$ cat config.mk
export PLATFORM = sky130hd
export DESIGN_NAME = flash_command_host
export DESIGN_NICKNAME = d
export VERILOG_FILES = /design/src/common/flash_host_pkg.sv /design/src/logic/flash_bus_cycle.sv /design/src/logic/flash_command_host.sv
export SDC_FILE = /design/constraint.sdc
export NUM_CORES = 1
export LEC_CHECK = 0
export ABC_AREA = 1
export ABC_CLOCK_PERIOD_IN_PS = 6300
export BUFFER_PORTS_ARGS = -buffer_cell sky130_fd_sc_hd__buf_2
export CORE_MARGIN = 2
export CORE_UTILIZATION = 55
export CTS_BUF_LIST = sky130_fd_sc_hd__clkbuf_8
export DETAILED_ROUTE_END_ITERATION = 8
export GPL_TIMING_DRIVEN = 1
export PLACE_DENSITY = 0.79
export SETUP_SLACK_MARGIN = 0.02
export SYNTH_ARGS = -nofsm -noshare
export SYNTH_HDL_FRONTEND = slang
export SYNTH_SLANG_ARGS = --single-unit
$ cat constraint.sdc
create_clock -name clk_i -period 6.3 [get_ports clk_i]
set_input_delay 0 -clock clk_i [delete_from_list [all_inputs] [get_ports clk_i]]
set_output_delay 0 -clock clk_i [all_outputs]
set_load 0.05 [all_outputs]
$ cat src/common/flash_host_pkg.sv
/*
 * Constants shared by the flash command host: command codes, unlock addresses,
 * bus strobe timing, status bit positions, load window and resume gap.
 * Assumes a 10 MHz system clock and a parallel NOR flash in word mode.
 */
`default_nettype none
package flash_host_pkg;
	localparam int CLK_MHZ = 10;
	// unlock cycle addresses and data
	localparam logic [19:0] UNLOCK_ADDR_1 = 20'h00555;
	localparam logic [19:0] UNLOCK_ADDR_2 = 20'h002AA;
	localparam logic [7:0] UNLOCK_DATA_1 = 8'hAA;
	localparam logic [7:0] UNLOCK_DATA_2 = 8'h55;
	// command codes
	localparam logic [7:0] CMD_RESET = 8'hF0;
	localparam logic [7:0] CMD_ERASE_SETUP = 8'h80;
	localparam logic [7:0] CMD_SECTOR_ERASE = 8'h30;
	localparam logic [7:0] CMD_SUSPEND = 8'hB0;
	localparam logic [7:0] CMD_RESUME = 8'h30;
	localparam logic [7:0] CMD_PROGRAM = 8'hA0;
	// positions of the polling bit and the time limit bit in the data word
	localparam int POLL_BIT = 7;
	localparam int TIME_LIMIT_BIT = 5;
	// strobe phase lengths, ns
	localparam int STROBE_NS = 100;
	localparam int STROBE_CYC = (STROBE_NS * CLK_MHZ + 999) / 1000;
	// sector load window, us; host does not time loads, each OP_LOAD is written when ordered
	localparam int LOAD_WINDOW_US = 50;
	localparam int LOAD_WINDOW_CYC = LOAD_WINDOW_US * CLK_MHZ;
	// least time from resume to next suspend, us
	localparam int RESUME_GAP_US = 400;
	localparam int RESUME_GAP_CYC = RESUME_GAP_US * CLK_MHZ;
	// user operation codes
	typedef enum logic [2:0] {
		OP_RESET = 3'h0,
		OP_PROGRAM = 3'h1,
		OP_ERASE = 3'h2,
		OP_LOAD = 3'h3,
		OP_SUSPEND = 3'h4,
		OP_RESUME = 3'h5,
		OP_READ = 3'h6
	} op_type;
endpackage
`default_nettype wire

$ cat src/logic/flash_bus_cycle.sv
/*
 * One flash bus cycle: write or read with chip select, write strobe and
 * output strobe.
 * Assumes the flash data bus is a two-way pin resolved by the bench.
 */
`default_nettype none
module flash_bus_cycle #(
	parameter int PHASE = flash_host_pkg::STROBE_CYC
) (
	input wire logic clk_i,
	input wire logic reset_i,
	// request
	input wire logic start_i,
	input wire logic write_i,
	input wire logic [19:0] addr_i,
	input wire logic [15:0] wdata_i,
	output logic done_o,
	output logic [15:0] rdata_o,
	// flash pins
	output logic [19:0] flash_addr_o,
	output logic chip_select_n_o,
	output logic write_strobe_n_o,
	output logic output_strobe_n_o,
	output logic [15:0] flash_dq_o,
	output logic flash_dq_oe_o,
	input wire logic [15:0] flash_dq_i
);
	typedef enum logic [1:0] {C_IDLE = 2'h0, C_SETUP = 2'h1, C_STROBE = 2'h3, C_HOLD = 2'h2}
		cyc_type;
	cyc_type state, next_state;
	logic [7:0] cnt, next_cnt;
	logic wr, next_wr;
	logic [15:0] dq_s1, dq_s2;

	always_ff @(posedge clk_i or posedge reset_i) begin
		if (reset_i) begin
			dq_s1 <= 16'h0000;
			dq_s2 <= 16'h0000;
		end else begin
			dq_s1 <= flash_dq_i;
			dq_s2 <= dq_s1;
		end
	end

	always_comb begin
		next_state = state;
		next_cnt = cnt;
		next_wr = wr;
		unique case (state)
			C_IDLE: if (start_i) begin
				next_state = C_SETUP;
				next_wr = write_i;
				next_cnt = 8'(PHASE);
			end
			C_SETUP: begin
				next_state = C_STROBE;
				next_cnt = 8'(PHASE + (wr ? 0 : 2));
			end
			C_STROBE: if (cnt == 8'h00) next_state = C_HOLD;
				else next_cnt = cnt - 8'h01;
			C_HOLD: next_state = C_IDLE;
		endcase
	end

	always_ff @(posedge clk_i or posedge reset_i) begin
		if (reset_i) begin
			state <= C_IDLE;
			cnt <= 8'h00;
			wr <= 1'b0;
			done_o <= 1'b0;
			rdata_o <= 16'h0000;
			flash_addr_o <= 20'h00000;
			chip_select_n_o <= 1'b1;
			write_strobe_n_o <= 1'b1;
			output_strobe_n_o <= 1'b1;
			flash_dq_o <= 16'h0000;
			flash_dq_oe_o <= 1'b0;
		end else begin
			state <= next_state;
			cnt <= next_cnt;
			wr <= next_wr;
			done_o <= (state == C_HOLD);
			if (state == C_IDLE && start_i) begin
				flash_addr_o <= addr_i;
				flash_dq_o <= wdata_i;
			end
			chip_select_n_o <= !(next_state != C_IDLE);
			// address latched on falling strobe, data on rising edge
			write_strobe_n_o <= !(next_state == C_STROBE && next_wr);
			output_strobe_n_o <= !(next_state == C_STROBE && !next_wr);
			flash_dq_oe_o <= (next_state != C_IDLE) && next_wr;
			if (state == C_STROBE && cnt == 8'h00 && !wr)
				rdata_o <= dq_s2;
		end
	end
endmodule
`default_nettype wire

$ cat src/logic/flash_command_host.sv
/*
 * Host side command sequencer for a parallel NOR flash: reset, program,
 * sector erase with sector loading, suspend, resume, read and status polling.
 * Assumes the flash holds no clock; all timing is made here from clk_i.
 */
// Overview of operation
// - sector erase is six writes: unlocks, 80H, unlocks, 30H
// - each further sector load within 50us of previous write; host does not time loads, each OP_LOAD is written when ordered
// - host waits 400us after resume before next suspend
// - program is four writes: unlocks, setup, address and data
// - after polling bit flips true, read once more for full data
// - reset command is F0H
`default_nettype none
module flash_command_host #(
	parameter int RESUME_GAP = flash_host_pkg::RESUME_GAP_CYC,
	parameter int POLL_LIMIT = 1_000_000
) (
	input wire logic clk_i,
	input wire logic reset_i,
	// user orders
	input wire logic req_i,
	input wire flash_host_pkg::op_type op_i,
	input wire logic [19:0] addr_i,
	input wire logic [15:0] data_i,
	output logic ready_o,
	output logic done_o,
	output logic fail_o,
	output logic suspended_o,
	output logic [15:0] rdata_o,
	// flash pins
	output logic [19:0] flash_addr_o,
	output logic chip_select_n_o,
	output logic write_strobe_n_o,
	output logic output_strobe_n_o,
	output logic [15:0] flash_dq_o,
	output logic flash_dq_oe_o,
	input wire logic [15:0] flash_dq_i
);
	typedef enum logic [2:0] {
		S_IDLE = 3'h0,
		S_WRITE = 3'h1,
		S_WAIT = 3'h3,
		S_POLL = 3'h2,
		S_CHECK = 3'h6,
		S_FINAL = 3'h7,
		S_DONE = 3'h5
	} st_type;

	st_type state, next_state;
	logic [2:0] step, next_step;
	logic [2:0] nsteps, next_nsteps;
	flash_host_pkg::op_type op, next_op;
	logic [19:0] addr, next_addr;
	logic [15:0] data, next_data;
	logic poll, next_poll;
	logic fail, next_fail;
	logic susp, next_susp;
	logic [15:0] rdata, next_rdata;
	logic [31:0] timer, next_timer;
	logic [31:0] gap, next_gap;
	logic bus_start, bus_write, bus_done;
	logic [19:0] bus_addr;
	logic [15:0] bus_wdata, bus_rdata;

	// address and data of write cycle n of the current sequence
	function automatic logic [35:0] seq_word(input flash_host_pkg::op_type o,
		input logic [2:0] n, input logic [19:0] a, input logic [15:0] d);
		logic [35:0] w;
		w = {a, d};
		unique case (o)
			flash_host_pkg::OP_RESET: w = {a, 8'h00, flash_host_pkg::CMD_RESET};
			flash_host_pkg::OP_SUSPEND: w = {a, 8'h00, flash_host_pkg::CMD_SUSPEND};
			flash_host_pkg::OP_RESUME: w = {a, 8'h00, flash_host_pkg::CMD_RESUME};
			flash_host_pkg::OP_LOAD: w = {a, 8'h00, flash_host_pkg::CMD_SECTOR_ERASE};
			flash_host_pkg::OP_PROGRAM:
				unique case (n)
					3'h0: w = {flash_host_pkg::UNLOCK_ADDR_1, 8'h00, flash_host_pkg::UNLOCK_DATA_1};
					3'h1: w = {flash_host_pkg::UNLOCK_ADDR_2, 8'h00, flash_host_pkg::UNLOCK_DATA_2};
					3'h2: w = {flash_host_pkg::UNLOCK_ADDR_1, 8'h00, flash_host_pkg::CMD_PROGRAM};
					default: w = {a, d};
				endcase
			flash_host_pkg::OP_ERASE:
				unique case (n)
					3'h0, 3'h3: w = {flash_host_pkg::UNLOCK_ADDR_1, 8'h00, flash_host_pkg::UNLOCK_DATA_1};
					3'h1, 3'h4: w = {flash_host_pkg::UNLOCK_ADDR_2, 8'h00, flash_host_pkg::UNLOCK_DATA_2};
					3'h2: w = {flash_host_pkg::UNLOCK_ADDR_1, 8'h00, flash_host_pkg::CMD_ERASE_SETUP};
					default: w = {a, 8'h00, flash_host_pkg::CMD_SECTOR_ERASE};
				endcase
			default: w = {a, d};
		endcase
		return w;
	endfunction

	always_comb begin
		next_state = state;
		next_step = step;
		next_nsteps = nsteps;
		next_op = op;
		next_addr = addr;
		next_data = data;
		next_poll = poll;
		next_fail = fail;
		next_susp = susp;
		next_rdata = rdata;
		next_timer = timer;
		next_gap = (gap != 32'h0) ? gap - 32'h1 : gap;
		bus_start = 1'b0;
		bus_write = 1'b1;
		{bus_addr, bus_wdata} = seq_word(op, step, addr, data);
		unique case (state)
			S_IDLE: if (req_i) begin
				next_op = op_i;
				next_addr = addr_i;
				next_data = data_i;
				next_step = 3'h0;
				next_fail = 1'b0;
				next_timer = 32'h0;
				unique case (op_i)
					flash_host_pkg::OP_PROGRAM: next_nsteps = 3'h4;
					flash_host_pkg::OP_ERASE: next_nsteps = 3'h6;
					flash_host_pkg::OP_READ: next_nsteps = 3'h0;
					default: next_nsteps = 3'h1;
				endcase
				// suspend waits out the gap after a resume
				if (op_i == flash_host_pkg::OP_SUSPEND && gap != 32'h0) begin
					next_state = S_WAIT;
				end else begin
					next_state = (op_i == flash_host_pkg::OP_READ) ? S_FINAL : S_WRITE;
				end
			end
			S_WAIT: if (gap == 32'h0) next_state = S_WRITE;
			S_WRITE: begin
				bus_start = 1'b1;
				if (bus_done) begin
					bus_start = 1'b0;
					next_step = step + 3'h1;
					if (step + 3'h1 == nsteps) begin
						unique case (op)
							// writes back to back stay far inside the load window
							flash_host_pkg::OP_ERASE, flash_host_pkg::OP_LOAD: begin
								next_state = S_DONE;
								next_susp = 1'b0;
							end
							flash_host_pkg::OP_PROGRAM: next_state = S_POLL;
							flash_host_pkg::OP_SUSPEND: begin
								next_susp = 1'b1;
								next_state = S_POLL;
							end
							flash_host_pkg::OP_RESUME: begin
								if (susp) next_gap = 32'(RESUME_GAP);
								next_susp = 1'b0;
								next_state = S_DONE;
							end
							default: begin
								next_susp = 1'b0;
								next_state = S_DONE;
							end
						endcase
					end
				end
			end
			S_POLL: begin
				bus_start = 1'b1;
				bus_write = 1'b0;
				bus_addr = addr;
				if (bus_done) begin
					bus_start = 1'b0;
					next_rdata = bus_rdata;
					next_timer = timer + 32'h1;
					next_state = S_CHECK;
				end
			end
			S_CHECK: begin
				// program: true bit means done; suspend: one means done
				if (op == flash_host_pkg::OP_PROGRAM)
					next_poll = (rdata[flash_host_pkg::POLL_BIT] ==
						data[flash_host_pkg::POLL_BIT]);
				else
					next_poll = rdata[flash_host_pkg::POLL_BIT];
				if ((op == flash_host_pkg::OP_PROGRAM && rdata[flash_host_pkg::POLL_BIT] ==
					data[flash_host_pkg::POLL_BIT]) || (op != flash_host_pkg::OP_PROGRAM &&
					rdata[flash_host_pkg::POLL_BIT])) begin
					next_state = S_FINAL;
				end else if (rdata[flash_host_pkg::TIME_LIMIT_BIT] || timer == 32'(POLL_LIMIT)) begin
					next_fail = 1'b1;
					next_op = flash_host_pkg::OP_RESET;
					next_step = 3'h0;
					next_nsteps = 3'h1;
					next_state = S_WRITE;
				end else begin
					next_state = S_POLL;
				end
			end
			S_FINAL: begin
				bus_start = 1'b1;
				bus_write = 1'b0;
				bus_addr = addr;
				if (bus_done) begin
					bus_start = 1'b0;
					next_rdata = bus_rdata;
					next_state = S_DONE;
				end
			end
			S_DONE: next_state = S_IDLE;
			default: next_state = S_IDLE;
		endcase
	end

	always_ff @(posedge clk_i or posedge reset_i) begin
		if (reset_i) begin
			state <= S_IDLE;
			step <= 3'h0;
			nsteps <= 3'h0;
			op <= flash_host_pkg::OP_RESET;
			addr <= 20'h00000;
			data <= 16'h0000;
			poll <= 1'b0;
			fail <= 1'b0;
			susp <= 1'b0;
			rdata <= 16'h0000;
			timer <= 32'h0;
			gap <= 32'h0;
			ready_o <= 1'b0;
			done_o <= 1'b0;
			fail_o <= 1'b0;
			suspended_o <= 1'b0;
			rdata_o <= 16'h0000;
		end else begin
			state <= next_state;
			step <= next_step;
			nsteps <= next_nsteps;
			op <= next_op;
			addr <= next_addr;
			data <= next_data;
			poll <= next_poll;
			fail <= next_fail;
			susp <= next_susp;
			rdata <= next_rdata;
			timer <= next_timer;
			gap <= next_gap;
			ready_o <= (next_state == S_IDLE);
			done_o <= (state == S_DONE);
			fail_o <= next_fail;
			suspended_o <= next_susp;
			rdata_o <= next_rdata;
		end
	end

	// erase runs self-timed in the flash; host only writes and returns
	flash_bus_cycle u_cycle (
		.clk_i(clk_i),
		.reset_i(reset_i),
		.start_i(bus_start),
		.write_i(bus_write),
		.addr_i(bus_addr),
		.wdata_i(bus_wdata),
		.done_o(bus_done),
		.rdata_o(bus_rdata),
		.flash_addr_o(flash_addr_o),
		.chip_select_n_o(chip_select_n_o),
		.write_strobe_n_o(write_strobe_n_o),
		.output_strobe_n_o(output_strobe_n_o),
		.flash_dq_o(flash_dq_o),
		.flash_dq_oe_o(flash_dq_oe_o),
		.flash_dq_i(flash_dq_i)
	);
endmodule
`default_nettype wire

==> flow_summary_export.csv <==
group,metric,value,unit
status,status,"finished clean",
power,irDropWorstVdd,0.3268,mV
placed_design,io_buffers,117,
placed_design,numPlacedInstances,1601,
timing,rsz0062_at_grt,"no",
clock_tree,cts_root_buffer,"clkbuf_8",
setup_path,cp.arrival,3.29,ns
setup_path,criticalPathCategory,"flop to flop",
timing,period_minus_slack,2.829,ns
power,total_power,0.006429,W
final_layout,final_cell_mix,"nand2_1, dfrtp_1, nor2_1, buf_2, inv_1",
timing,clock_skew,0.02650,ns
setup_path,critPathLaunchType,"flop",
synth,syn_nets,1313,
final_layout,drive_gt1_share,18.13,%
hold_path,hold_class,"input port to flop",
grt,antenna_found_initial,0,
timing,fmax,353.5,MHz
floorplanning,num_io_pins,118,
timing,slew_viol_final,0,
synth,ys_types,44,
route,drt_iter0_drc,794,
synth,yosys_warnings,0,
clock_tree,clock_path_buffers,3,
clock_tree,postCtsSetupBuffers,0,
floorplanning,start_util,55.66,%
floorplanning,die-area,20700,sq um
timing,fin_crit_sh,44.91,%
floorplanning,row_count,51,
setup_path,cp_max_fo,43,
grt,grt_pass1_wl,42.77,mm
route,dr.pass1.iters,5,
synth,synthArstFlopShare,100.0,%
grt,grt_max_degree,186,
route,drc_errors,0,
final_layout,nFillCells,1529,
synth,syn_inst,1246,
floorplanning,die_w,143.9,microns
clock_tree,cts_buffers,39,
synth,synth_seq_cells,232,
grt,grt-ovfl-total,0,
clock_tree,clk_latency,0.53,ns
grt,grt_usage,25.78,%
synth,synth_ff_type,"dfrtp_1",
route,ant_nets,0,
setup_path,critPathRequiredTime,6.76,ns
grt,grt_pass1_vias,8797,
final_layout,layout_commonest_cell,"nand2_1",
clock_tree,clk_pin_slew_worst_paths,0.06,ns
power,powerDensity,494.6,nW/um^2
floorplanning,core_area,19330,sq um
route,vias,9062,
placed_design,routabilityCongestion,0.8883,
clock_tree,clock_sinks,232,
final_layout,antenna_cells,0,
hold_path,hold_depth,2,
clock_tree,cts_resized,0,
timing,tightest_slew,1.050,ns
placed_design,dp_hpwl,16.64,mm
power,power_leakage,6.392,nW
final_layout,final_cell_count_no_fill,1727,
setup_path,critPathCaptureType,"flop",
clock_tree,cts.htree.levels,2,
synth,synth_edf_count,0,
route,post_drt_wl_per_cell,15.01,microns
synth,avgSynthCellArea,8.637,sq um
clock_tree,postCtsHoldBufs,57,
clock_tree,cts_tree,"built",
synth,netlist_area,10760,sq um
route,vias_per_cell,5.247,
job,cap_violations,0,
synth,seq_area_frac_synth,53.98,%
route,drt_wl_total,25.92,mm
final_layout,nets,1501,
timing,finalSetupViolations,0,
timing,final.setup.tns,0,ns
setup_path,reg2regPathDepth,11,
final_layout,syn_to_final_growth,20.79,%
final_layout,ff_latch_area,5809,sq um
timing,slew-limit-headroom,29.84,%
floorplanning,fp.dieH,143.9,microns
timing,finalHoldViolCount,0,
final_layout,multiInputGateArea,4412,sq um
## cell usage after synthesis, types with 4 or more instances
| master | count | share of area (%) |
|---|---|---|
| a21oi_1 | 40 | 1.9 |
| a2bb2oi_1 | 8 | 0.65 |
| buf_2 | 8 | 0.37 |
| buf_4 | 4 | 0.28 |
| clkbuf_1 | 14 | 0.49 |
| dfrtp_1 | 229 | 53 |
| ha_1 | 9 | 1.0 |
| inv_1 | 95 | 3.3 |
| inv_2 | 7 | 0.24 |
| mux2_2 | 31 | 3.2 |
| nand2_1 | 361 | 13 |
| nand2_2 | 4 | 0.23 |
| nand3_1 | 71 | 3.3 |
| nand3_2 | 4 | 0.37 |
| nand3b_1 | 4 | 0.28 |
| nand4_1 | 32 | 1.9 |
| nor2_1 | 150 | 5.2 |
| nor2_2 | 8 | 0.47 |
| nor2_4 | 7 | 0.73 |
| nor3_1 | 34 | 1.6 |
| o21a_1 | 6 | 0.42 |
| o21ai_0 | 57 | 2.7 |
| o21ai_2 | 7 | 0.57 |
| xnor2_1 | 7 | 0.57 |
| xor2_1 | 15 | 1.2 |
## cell families (layout without fill, tap and decap cells)
family	count (synthesis)	in the layout	share of synthesized area, %
buffers and inverters	132	348	5.046
DFF	232	232	53.98
xor gates and xnor gates	22	22	1.791
adders and majority gates	9	9	1.046
AOI/OAI and AO/OA	133	133	7.197
and+or+nand+nor	687	687	27.69
muxes	31	31	3.244
## layout make-up
cell class              count  share of cell area (%)
well taps                 265                   2.551
multi-input cells         882                   33.94
clock inverters            15                  0.9626
inverters                 102                   2.974
flip-flops and latches    232                   44.69
clock buffers              54                   5.718
repair buffers            177                   9.164
## state kept, by name, summed over array words and instances (netlist names), 8 cells and up
register / flops
u_cycle.flash_addr_o: 20
addr: 20
u_cycle.flash_dq_o: 16
timer: 32
u_cycle.dq_s2: 16
data: 16
u_cycle.dq_s1: 16
gap: 32
u_cycle.rdata_o: 16
rdata: 16
u_cycle.cnt: 8
## worst max-delay path: stages (launching register included)
cell and delay [ns]:
dfrtp_1 0.41, inv_2 0.10, nand2_2 0.09, nor2_4 0.34
nor2_4 0.10, nand2_2 0.10, nand4_4 0.49, inv_2 0.64
nand2_1 0.22, o21ai_2 0.12, inv_1 0.05, nor2_1 0.08
## per-stage QoR
stage / hold slack, ns / utilization (%) / cell area (sq um) / worst slack [ns]
2_1_floorplan: 0.03143 / - / 10770 / 3.267
3_3_place_gp: 0.1076 / 59.79 / 11560 / 3.611
3_5_place_dp: 0.1093 / 59.79 / 11560 / 3.545
4_1_cts: 0.07497 / 67.23 / 13000 / 3.492
5_1_grt: 0.09309 / 67.23 / 13000 / 3.209
6_report: 0.1091 / 67.23 / 13000 / 3.471
## worst paths after layout
kind / from / endpoint / slack (ns)
hold / removal: flash_dq_i[9] / u_cycle.dq_s1[9]$_DFF_PP0_ / 0.11
min in group asynchronous: reset_i / gap[27]$_DFF_PP0_ / 0.26
setup / recovery: state[0]$_DFF_PP0_ / u_cycle.flash_dq_oe_o$_DFF_PP0_ / 3.47
max in group asynchronous: reset_i / timer[28]$_DFFE_PP0P_ / 4.49
setup reg to reg: state[0]$_DFF_PP0_ / u_cycle.flash_dq_oe_o$_DFF_PP0_ / 3.47
hold reg to reg: u_cycle.dq_s1[1]$_DFF_PP0_ / u_cycle.dq_s2[1]$_DFF_PP0_ / 0.35
## layer usage
layer / GRT usage [%] / wire length (microns)
met1: 36.44 / 11670
met2: 40.78 / 12410
met3: 4.532 / 1353
met4: 8.411 / 498
met5: 0 / 0
## power breakdown
part	leakage, nW	internal, W	total, W	switching [W]
Sequential	2.89	0.00202	0.00241	0.000391
Combinational	3.03	0.000745	0.00255	0.00181
Clock	0.471	0.000846	0.00146	0.000616
No activity file was read; power rests on OpenSTA's default activity.
